### config.mk
export PLATFORM = sky130hd
export DESIGN_NAME = t1_yellow_blue_alarm_detect
export DESIGN_NICKNAME = d
export VERILOG_FILES = /design/src/inc/alarm_pkg.sv /design/src/core/t1_yellow_blue_alarm_detect.sv /design/src/core/window_persist.sv
export SDC_FILE = /design/constraint.sdc
export NUM_CORES = 1
export LEC_CHECK = 0
export BUFFER_PORTS_ARGS = -buffer_cell sky130_fd_sc_hd__buf_2
export CAP_MARGIN = 20
export CORE_MARGIN = 4
export CORE_UTILIZATION = 53
export DETAILED_ROUTE_END_ITERATION = 8
export PLACE_DENSITY_LB_ADDON = 0.1
export RECOVER_POWER = 50
export SETUP_SLACK_MARGIN = 0.3
export SLEW_MARGIN = 20
export SYNTH_ARGS = -nofsm -noshare
export SYNTH_HDL_FRONTEND = slang
export SYNTH_SLANG_ARGS = --single-unit
### constraint.sdc
create_clock -name pclk -period 6.8 [get_ports pclk]
set_clock_uncertainty 0.1 [all_clocks]
set_input_delay 0.34 -clock pclk [delete_from_list [all_inputs] [get_ports pclk]]
set_output_delay 0.34 -clock pclk [all_outputs]
set_load 0.01 [all_outputs]
### src/inc/alarm_pkg.sv
// Shared constants for the T1/J1 yellow and blue alarm detector.
package alarm_pkg;
	// Clock period and the fixed measurement window, both in nanoseconds.
	localparam int CLK_PERIOD_NS = 10;
	localparam int WINDOW_NS = 40_000_000;
	// Window length in clock cycles, rounded down.
	localparam int WINDOW_CYC = WINDOW_NS / CLK_PERIOD_NS;

	// Frame format codes held in the format register.
	localparam logic [2:0] FMT_T1_SF = 3'h0;
	localparam logic [2:0] FMT_T1_ESF = 3'h1;
	localparam logic [2:0] FMT_T1_DM = 3'h2;
	localparam logic [2:0] FMT_J1_SF = 3'h3;
	localparam logic [2:0] FMT_J1_ESF = 3'h4;

	// Positions of the observed bits inside the frame.
	localparam logic [3:0] SF_YEL_BIT = 4'h2;
	localparam logic [4:0] DM_YEL_CHAN = 5'h18;
	localparam logic [3:0] DM_YEL_BIT = 4'h6;
	localparam logic [4:0] J1SF_YEL_FRAME = 5'h0c;

	// Counting limits of the per-window criteria.
	localparam logic [15:0] ESF_YEL_PATTERN = 16'hff00;
	localparam logic [7:0] ESF_PAT_MAX_CLEAR = 8'h07;
	localparam logic [7:0] DM_ONES_MIN = 8'h04;
	localparam logic [7:0] J1SF_ZEROS_MIN = 8'h04;
	localparam logic [7:0] J1ESF_ZEROS_MIN = 8'h03;
	localparam logic [7:0] BLUE_ZEROS_MIN = 8'h3d;

	// APB byte offsets of the registers.
	localparam logic [7:0] OFS_STATUS = 8'h00;
	localparam logic [7:0] OFS_FLAGS = 8'h04;
	localparam logic [7:0] OFS_IRQ_EN = 8'h08;
	localparam logic [7:0] OFS_FORMAT = 8'h0c;
	localparam logic [7:0] OFS_YEL_DECL = 8'h10;
	localparam logic [7:0] OFS_YEL_CLR = 8'h14;
	localparam logic [7:0] OFS_BLUE_DECL = 8'h18;
	localparam logic [7:0] OFS_BLUE_CLR = 8'h1c;

	// Bit positions in status, flag and enable registers.
	localparam int BIT_YEL = 0;
	localparam int BIT_BLUE = 1;

	// Values after reset.
	localparam logic [7:0] THRESH_RST = 8'h01;
	localparam logic [2:0] FMT_RST = FMT_T1_SF;
endpackage

### src/core/t1_yellow_blue_alarm_detect.sv
// Yellow and blue alarm detector for T1/J1 receive lines with APB access.
//
// The APB slave port and the register addresses were left to the implementer.
`timescale 1ns/100ps
// Functional notes
// RULE1: T1 SF: watch bit 2 every channel.
// RULE2: T1 ESF: use data link, N windows.
// RULE3: T1 DM: under four Y ones declares.
// RULE4: T1 DM: over three Y ones clears.
// RULE5: J1 SF: under four frame-12 zeros declares.
// RULE6: J1 SF: clear needs M clear windows.
// RULE7: J1 ESF: under three link zeros declares.
// RULE8: J1 ESF: over two link zeros clears.
// RULE9: Blue: under 61 zeros, N windows, declares.
// RULE10: Blue: over 60 zeros, M windows, clears.
// RULE11: Yellow declare count from 8-bit field.
// RULE12: Yellow clear count from 8-bit field.
// RULE13: T1 ESF: over seven ff00 patterns declares.
// RULE14: Status change sets W1C flag, interrupt.
// RULE15: Blue counts from two 8-bit fields.
// RULE16: Yellow evaluated only while frame aligned.
// RULE17: Fixed windows; failing window resets persistence.
// RULE18: Format change restarts yellow counting.
module t1_yellow_blue_alarm_detect #(
	parameter int WINDOW_CYCLES = alarm_pkg::WINDOW_CYC
) (
	input wire logic pclk,
	input wire logic presetn,
	input wire logic psel,
	input wire logic penable,
	input wire logic pwrite,
	input wire logic [7:0] paddr,
	input wire logic [31:0] pwdata,
	output logic [31:0] prdata,
	output logic pready,
	output logic pslverr,
	input wire logic rx_valid,
	input wire logic rx_data,
	input wire logic rx_fbit,
	input wire logic rx_dl,
	input wire logic [4:0] rx_chan,
	input wire logic [3:0] rx_bitnum,
	input wire logic [4:0] rx_frame,
	input wire logic rx_sync,
	output logic yellow_alarm_status,
	output logic blue_alarm_status,
	output logic irq
);
	import alarm_pkg::*;

	// Width of the window timer.
	localparam int WW = $clog2(WINDOW_CYCLES);

	// The timer needs at least two states to make a window.
	if (WINDOW_CYCLES < 2) begin : g_bad_window
		$error("WINDOW_CYCLES must be at least 2");
	end

	// State of the block, apart from the two persistence filters, in one record.
	typedef struct packed {
		logic [WW-1:0] win_cnt; // Position inside the window.
		logic win_end; // Pulse after each window boundary.
		logic yel_ok; // Aligned throughout the running window.
		logic yel_win; // Closed window is valid for yellow.
		logic yel_cond; // Closed window met yellow declare.
		logic blue_cond; // Closed window met blue declare.
		logic [7:0] yel_cnt; // Yellow event count, saturating.
		logic [7:0] blue_cnt; // Received zeros, saturating.
		logic [15:0] pat; // Recent data link bits.
		logic [2:0] fmt; // Frame format.
		logic [7:0] ydth; // Yellow declare threshold.
		logic [7:0] ycth; // Yellow clear threshold.
		logic [7:0] bdth; // Blue declare threshold.
		logic [7:0] bcth; // Blue clear threshold.
		logic [1:0] flags; // Sticky change flags.
		logic [1:0] irq_en; // Interrupt enables.
		logic [1:0] prev; // Alarm states one cycle ago.
		logic irq;
		logic pready;
		logic pslverr;
		logic [31:0] prdata;
	} state_t;

	state_t s_r;
	state_t s_nxt;
	logic setup;
	logic access;
	logic wr;
	logic fmt_wr;
	logic [1:0] clr;
	logic [1:0] set;
	logic yel_status;
	logic blue_status;

	// Saturating increment; a count stuck at the top still decides.
	function automatic logic [7:0] sat_inc(input logic [7:0] v);
		return (v == 8'hff) ? v : v + 8'h01;
	endfunction

	// Declare verdict of a finished window for the given format.
	// Every clear criterion is the exact complement of the declare one.
	function automatic logic yel_declare(input logic [2:0] f,
		input logic [7:0] c);
		logic d;
		d = 1'b0;
		case (f)
			FMT_T1_SF: d = (c == 8'h00); // RULE1
			FMT_T1_ESF: d = (c > ESF_PAT_MAX_CLEAR); // RULE2 RULE13
			FMT_T1_DM: d = (c < DM_ONES_MIN); // RULE3 RULE4
			FMT_J1_SF: d = (c < J1SF_ZEROS_MIN); // RULE5 RULE6
			FMT_J1_ESF: d = (c < J1ESF_ZEROS_MIN); // RULE7 RULE8
			default: d = 1'b0;
		endcase
		return d;
	endfunction

	// APB phase decode; pready is only ever high in the first access cycle.
	assign setup = psel && !penable;
	assign access = psel && penable && s_r.pready;
	assign wr = access && pwrite;
	// A write that really changes the format restarts yellow work.
	assign fmt_wr = wr && paddr == OFS_FORMAT && pwdata[2:0] != s_r.fmt;
	assign clr = (wr && paddr == OFS_FLAGS) ? pwdata[1:0] : 2'b00;
	assign set = {blue_status, yel_status} ^ s_r.prev;

	// Outputs straight from the state register or the filters.
	assign prdata = s_r.prdata;
	assign pready = s_r.pready;
	assign pslverr = s_r.pslverr;
	assign irq = s_r.irq;
	assign yellow_alarm_status = yel_status;
	assign blue_alarm_status = blue_status;

	// Next-state logic for timer, counters, registers and bus answer.
	always_comb begin
		s_nxt = s_r;
		s_nxt.win_end = 1'b0;
		// Fixed, back-to-back windows; a bit in the last cycle belongs
		// to the next window.
		if (s_r.win_cnt == WW'(WINDOW_CYCLES - 1)) begin
			s_nxt.win_cnt = '0; // RULE17
			s_nxt.win_end = 1'b1;
			s_nxt.blue_cond = s_r.blue_cnt < BLUE_ZEROS_MIN; // RULE9 RULE10
			s_nxt.yel_cond = yel_declare(s_r.fmt, s_r.yel_cnt);
			s_nxt.yel_win = s_r.yel_ok && rx_sync; // RULE16
			s_nxt.blue_cnt = 8'h00;
			s_nxt.yel_cnt = 8'h00;
			s_nxt.yel_ok = 1'b1;
		end else begin
			s_nxt.win_cnt = s_r.win_cnt + 1'b1;
		end
		// Blue counts every received zero, framed or not.
		if (rx_valid && !rx_data) begin
			s_nxt.blue_cnt = sat_inc(s_nxt.blue_cnt); // RULE9
		end
		// Yellow only counts while aligned; a gap voids the window.
		if (!rx_sync) begin
			s_nxt.yel_ok = 1'b0; // RULE16
		end else if (rx_valid) begin
			case (s_r.fmt)
				FMT_T1_SF: begin
					if (!rx_fbit && rx_bitnum == SF_YEL_BIT && rx_data) begin
						s_nxt.yel_cnt = sat_inc(s_nxt.yel_cnt); // RULE1
					end
				end
				FMT_T1_ESF: begin
					if (rx_dl) begin
						s_nxt.pat = {s_r.pat[14:0], rx_data};
						if (s_nxt.pat == ESF_YEL_PATTERN) begin
							s_nxt.yel_cnt = sat_inc(s_nxt.yel_cnt); // RULE13
						end
					end
				end
				FMT_T1_DM: begin
					if (!rx_fbit && rx_chan == DM_YEL_CHAN
						&& rx_bitnum == DM_YEL_BIT && rx_data) begin
						s_nxt.yel_cnt = sat_inc(s_nxt.yel_cnt); // RULE3
					end
				end
				FMT_J1_SF: begin
					if (rx_fbit && rx_frame == J1SF_YEL_FRAME && !rx_data) begin
						s_nxt.yel_cnt = sat_inc(s_nxt.yel_cnt); // RULE5
					end
				end
				FMT_J1_ESF: begin
					if (rx_dl && !rx_data) begin
						s_nxt.yel_cnt = sat_inc(s_nxt.yel_cnt); // RULE7
					end
				end
				default: begin
					// Unused codes count nothing.
					s_nxt.yel_cnt = s_nxt.yel_cnt;
				end
			endcase
		end
		// Format change throws away the partial and any closing window.
		if (fmt_wr) begin
			s_nxt.yel_cnt = 8'h00; // RULE18
			s_nxt.yel_ok = 1'b0;
			s_nxt.yel_win = 1'b0;
			s_nxt.pat = 16'h0000;
		end
		// Change flags: a new change wins over a clear in the same cycle.
		s_nxt.prev = {blue_status, yel_status};
		s_nxt.flags = (s_r.flags & ~clr) | set; // RULE14
		s_nxt.irq = |(s_r.flags & s_r.irq_en); // RULE14
		// Register writes take effect at the completing access edge.
		if (wr) begin
			case (paddr)
				OFS_IRQ_EN: s_nxt.irq_en = pwdata[1:0];
				OFS_FORMAT: s_nxt.fmt = pwdata[2:0]; // RULE18
				OFS_YEL_DECL: s_nxt.ydth = pwdata[7:0]; // RULE11
				OFS_YEL_CLR: s_nxt.ycth = pwdata[7:0]; // RULE12
				OFS_BLUE_DECL: s_nxt.bdth = pwdata[7:0]; // RULE15
				OFS_BLUE_CLR: s_nxt.bcth = pwdata[7:0]; // RULE15
				default: s_nxt.fmt = s_nxt.fmt;
			endcase
		end
		// Answer prepared in setup so it is ready in the first access cycle.
		s_nxt.pready = setup;
		s_nxt.pslverr = 1'b0;
		s_nxt.prdata = 32'h00000000;
		if (setup) begin
			case (paddr)
				OFS_STATUS: s_nxt.prdata = {29'h0, rx_sync, blue_status,
					yel_status};
				OFS_FLAGS: s_nxt.prdata = {30'h0, s_r.flags};
				OFS_IRQ_EN: s_nxt.prdata = {30'h0, s_r.irq_en};
				OFS_FORMAT: s_nxt.prdata = {29'h0, s_r.fmt};
				OFS_YEL_DECL: s_nxt.prdata = {24'h0, s_r.ydth};
				OFS_YEL_CLR: s_nxt.prdata = {24'h0, s_r.ycth};
				OFS_BLUE_DECL: s_nxt.prdata = {24'h0, s_r.bdth};
				OFS_BLUE_CLR: s_nxt.prdata = {24'h0, s_r.bcth};
				default: s_nxt.pslverr = 1'b1;
			endcase
		end
	end

	// State register with asynchronous reset to constants.
	always_ff @(posedge pclk or negedge presetn) begin
		if (!presetn) begin
			s_r <= '0;
			s_r.fmt <= FMT_RST;
			s_r.ydth <= THRESH_RST;
			s_r.ycth <= THRESH_RST;
			s_r.bdth <= THRESH_RST;
			s_r.bcth <= THRESH_RST;
		end else begin
			s_r <= s_nxt;
		end
	end

	// Yellow filter only sees windows that stayed aligned.
	window_persist u_yel (
		.pclk(pclk),
		.presetn(presetn),
		.restart(fmt_wr),
		.win_end(s_r.win_end && s_r.yel_win),
		.cond_declare(s_r.yel_cond),
		.declare_th(s_r.ydth),
		.clear_th(s_r.ycth),
		.status(yel_status)
	);

	// Blue filter sees every window.
	window_persist u_blue (
		.pclk(pclk),
		.presetn(presetn),
		.restart(1'b0),
		.win_end(s_r.win_end),
		.cond_declare(s_r.blue_cond),
		.declare_th(s_r.bdth),
		.clear_th(s_r.bcth),
		.status(blue_status)
	);
endmodule

### src/core/window_persist.sv
// Persistence filter that turns per-window verdicts into an alarm state.
`timescale 1ns/100ps
module window_persist (
	input wire logic pclk,
	input wire logic presetn,
	input wire logic restart,
	input wire logic win_end,
	input wire logic cond_declare,
	input wire logic [7:0] declare_th,
	input wire logic [7:0] clear_th,
	output logic status
);
	import alarm_pkg::*;

	// Run length of windows that argue for a state change, and the state.
	typedef struct packed {
		logic [7:0] run;
		logic status;
	} persist_t;

	persist_t s_r;
	persist_t s_nxt;
	logic hit;
	logic [7:0] th;
	logic reach;

	assign status = s_r.status;

	// A window hits when its verdict opposes the present alarm state.
	// A threshold of zero acts as one, so a single window is enough.
	always_comb begin
		s_nxt = s_r;
		hit = (cond_declare != s_r.status);
		th = s_r.status ? clear_th : declare_th; // RULE11 RULE12
		reach = ({1'b0, s_r.run} + 9'h001) >= {1'b0, th};
		if (restart) begin
			s_nxt.run = 8'h00;
		end else if (win_end) begin
			if (!hit) begin
				// A failing window breaks the run.
				s_nxt.run = 8'h00; // RULE17
			end else if (reach) begin
				s_nxt.status = ~s_r.status;
				s_nxt.run = 8'h00;
			end else begin
				s_nxt.run = s_r.run + 8'h01;
			end
		end
	end

	// State register.
	always_ff @(posedge pclk or negedge presetn) begin
		if (!presetn) begin
			s_r <= '0;
		end else begin
			s_r <= s_nxt;
		end
	end
endmodule

==> impl_metrics.env <==
export IMPL_cts_resized=0
export IMPL_io_buffers=52
export IMPL_wire_per_inst_um=17.3
export IMPL_syn_to_final_growth_pct=11.5
export IMPL_post_dp_hpwl_um=11100
export IMPL_worstPathMaxFanout=72
export IMPL_synthArstFlopShare=1.00
export IMPL_ys_types=75
export IMPL_crit_path_cell_trace="clkbuf_1, buf_4"
export IMPL_grt_overflow=0
export IMPL_cts_sinks=128
export IMPL_die_w_um=125
export IMPL_ir_drop_mv=0.159
export IMPL_synthTopCellsByArea="dfrtp_1 43%, mux2_2 6.7%, mux2i_1 5.7%"
export IMPL_holdBufCountCts=0
export IMPL_nets=821
export IMPL_htreeDepth=4
export IMPL_num_rows=42
export IMPL_die_area_um2=15600
export IMPL_crit_family="buffers and inverters"
export IMPL_antenna_cells=0
export IMPL_drt_iter0_markers=385
export IMPL_slowest_delay_ns=2.74
export IMPL_p_leak_nw=3.72
export IMPL_initial_core_util=0.545
export IMPL_postSynthRegisterBits=128
export IMPL_status="finished with violations"
export IMPL_drv_slew=73
export IMPL_violations="capacitance limit, slew limit"
export IMPL_netlist_area_leader_share=0.428
export IMPL_worst_pin_slew_ns=3.97
export IMPL_cts_tree="done"
export IMPL_clk_latency_ns=0.41
export IMPL_period_share=0.546
export IMPL_antenna_found_initial=0
export IMPL_routed_wl_um=16000
export IMPL_syn_inst=692
export IMPL_synth_edff_count=0
export IMPL_synthesis_area_um2=7240
export IMPL_crit_type="input port to asynchronous set/reset pin"
export IMPL_grt_max_degree=73
export IMPL_tns_ns=0
export IMPL_clk_path_buf_depth=2
export IMPL_relSlewSlack=-1.64
export IMPL_fin_area_um2=8070
export IMPL_synth_avg_cell_area_um2=10.5
export IMPL_power_mw=1.83
export IMPL_ys_flop_type="dfrtp_1"
export IMPL_grt_usage=0.215
export IMPL_fin_crit_ns=3.71
export IMPL_layout_commonest_cell="dfrtp_1"
export IMPL_hold_viol=0
export IMPL_drt_vias_per_instance=5.81
export IMPL_fillerInstances=1115
export IMPL_cp_slowest_cell="clkbuf_1"
export IMPL_routed_via_count=5373
export IMPL_critical_path_arrival_ns=4.08
export IMPL_preCtsSetupSlack_ns=3.43
export IMPL_holdCritPathClass="input port to register"
export IMPL_drive_gt1_frac=0.187
export IMPL_max_cap_viol_count=1
export IMPL_critPathLaunchType="input port"
export IMPL_cts_buffers_inserted=17
export IMPL_required_ns=7.17
export IMPL_rsz0062_at_grt="no"
export IMPL_ant_nets=0
export IMPL_grt_pass1_vias=5464
export IMPL_ys_warn_count=0
export IMPL_seq_area_frac_synth=0.443
export IMPL_dp_cells=892
export IMPL_ios=101
export IMPL_postPlaceCellArea_um2=7500
export IMPL_fin_cells=925
export IMPL_setup_ws_ns=3.09
export IMPL_place_congestion=0.839
export IMPL_grt_pass1_wl_um=27600
export IMPL_synth_area_leader_cell="dfrtp_1"
export IMPL_p_per_area_nw_per_um2=226
export IMPL_cts_root_buffer="clkbuf_16"
export IMPL_timing_fmax_mhz=269
export IMPL_setup_viol=0
export IMPL_clkSlewWorstSetupHoldPaths_ns=0.06
export IMPL_postCtsSetupBuffers=0
export IMPL_die_h_um=125
export IMPL_route_detailed_drc=0
export IMPL_critical_path_buf_inv_count=2
export IMPL_layout_common_cells="124 x dfrtp_1, 59 x nor2_1, 43 x mux2_2, 41 x mux2i_1, 39 x buf_2"
export IMPL_end_kind="asynchronous set/reset pin"
export IMPL_coreArea_um2=13300
export IMPL_firstDrtPassIters=5
## report_power, final
part / total (mW) / internal (mW) / leakage (nW) / switching (mW)
registers: 0.808 / 0.785 / 1.74 / 0.0228
logic: 0.121 / 0.0484 / 1.71 / 0.0724
clock network: 0.897 / 0.565 / 0.278 / 0.332
## per-layer routing
layer  GRT usage  wire length (um)  vias up
met1       0.287              7100     2633
met3      0.0497               891       19
met4      0.0708               289        0
li1            -                 -     2554
met5           0                 0        -
met2       0.348              7730      167
## cells by family (layout without fill, tap and decap cells)
| logic type | Yosys count | after routing | synth area share |
|---|---|---|---|
| muxes | 86 | 86 | 0.130 |
| adders and majority gates | 21 | 21 | 0.0363 |
| and+or+nand+nor | 237 | 237 | 0.177 |
| xor gates and xnor gates | 40 | 40 | 0.0484 |
| buffers and inverters | 72 | 106 | 0.0575 |
| DFF | 128 | 128 | 0.443 |
| other | 1 | 24 | 0.000518 |
| AOI/OAI and AO/OA | 107 | 107 | 0.108 |
## final cells by class
type / count / area, um2 / share of cell area
Timing Repair Buffer: 56 / 282 / 0.0349
Tap cell: 176 / 220 / 0.0273
Sequential cell: 128 / 3210 / 0.397
Multi-Input combinational cell: 515 / 3710 / 0.459
Clock inverter: 10 / 110 / 0.0136
Clock buffer: 22 / 474 / 0.0587
Inverter: 18 / 70.1 / 0.00868
## synth_stat cells, types with 11 or more instances
cell type    n
a21o_1      11
a21oi_1     19
and3_1      11
buf_4       34
dfrtp_1    124
ha_1        21
inv_1       17
mux2_2      43
mux2i_1     41
nand2_1     38
nand3_1     38
nor2_1      59
o21ai_0     18
xnor2_1     27
xor2_1      13
## path summary, 6_finish.rpt
check                         start      endpoint  slack (ns)  cells after the start
max                         presetn       s_r[60]        3.09                      2
min                         penable        pready        0.03                      2
max reg2reg                s_r[113]      s_r[100]        3.25                     12
min reg2reg                s_r[113]      s_r[113]        0.38                      1
max in group pclk          s_r[113]      s_r[100]        3.25                     12
min in group asynchronous   presetn  u_yel.s_r[4]        1.21                      1
## state kept, by name, summed over array words and instances, names as in the netlist
name / count
s_r: 99
pready: 1
u_blue.s_r: 8
pslverr: 1
u_yel.status: 1
irq: 1
prdata: 8
u_blue.status: 1
u_yel.s_r: 8
## through the flow
stage,util,hold slack (ns)
after floorplan,-,-0.0556
after global placement,0.564,0.370
after detailed placement,0.564,0.379
after CTS,0.608,0.00419
after global routing,0.607,0.0221
final,0.607,0.0279
(Power assumes the default switching activity.)
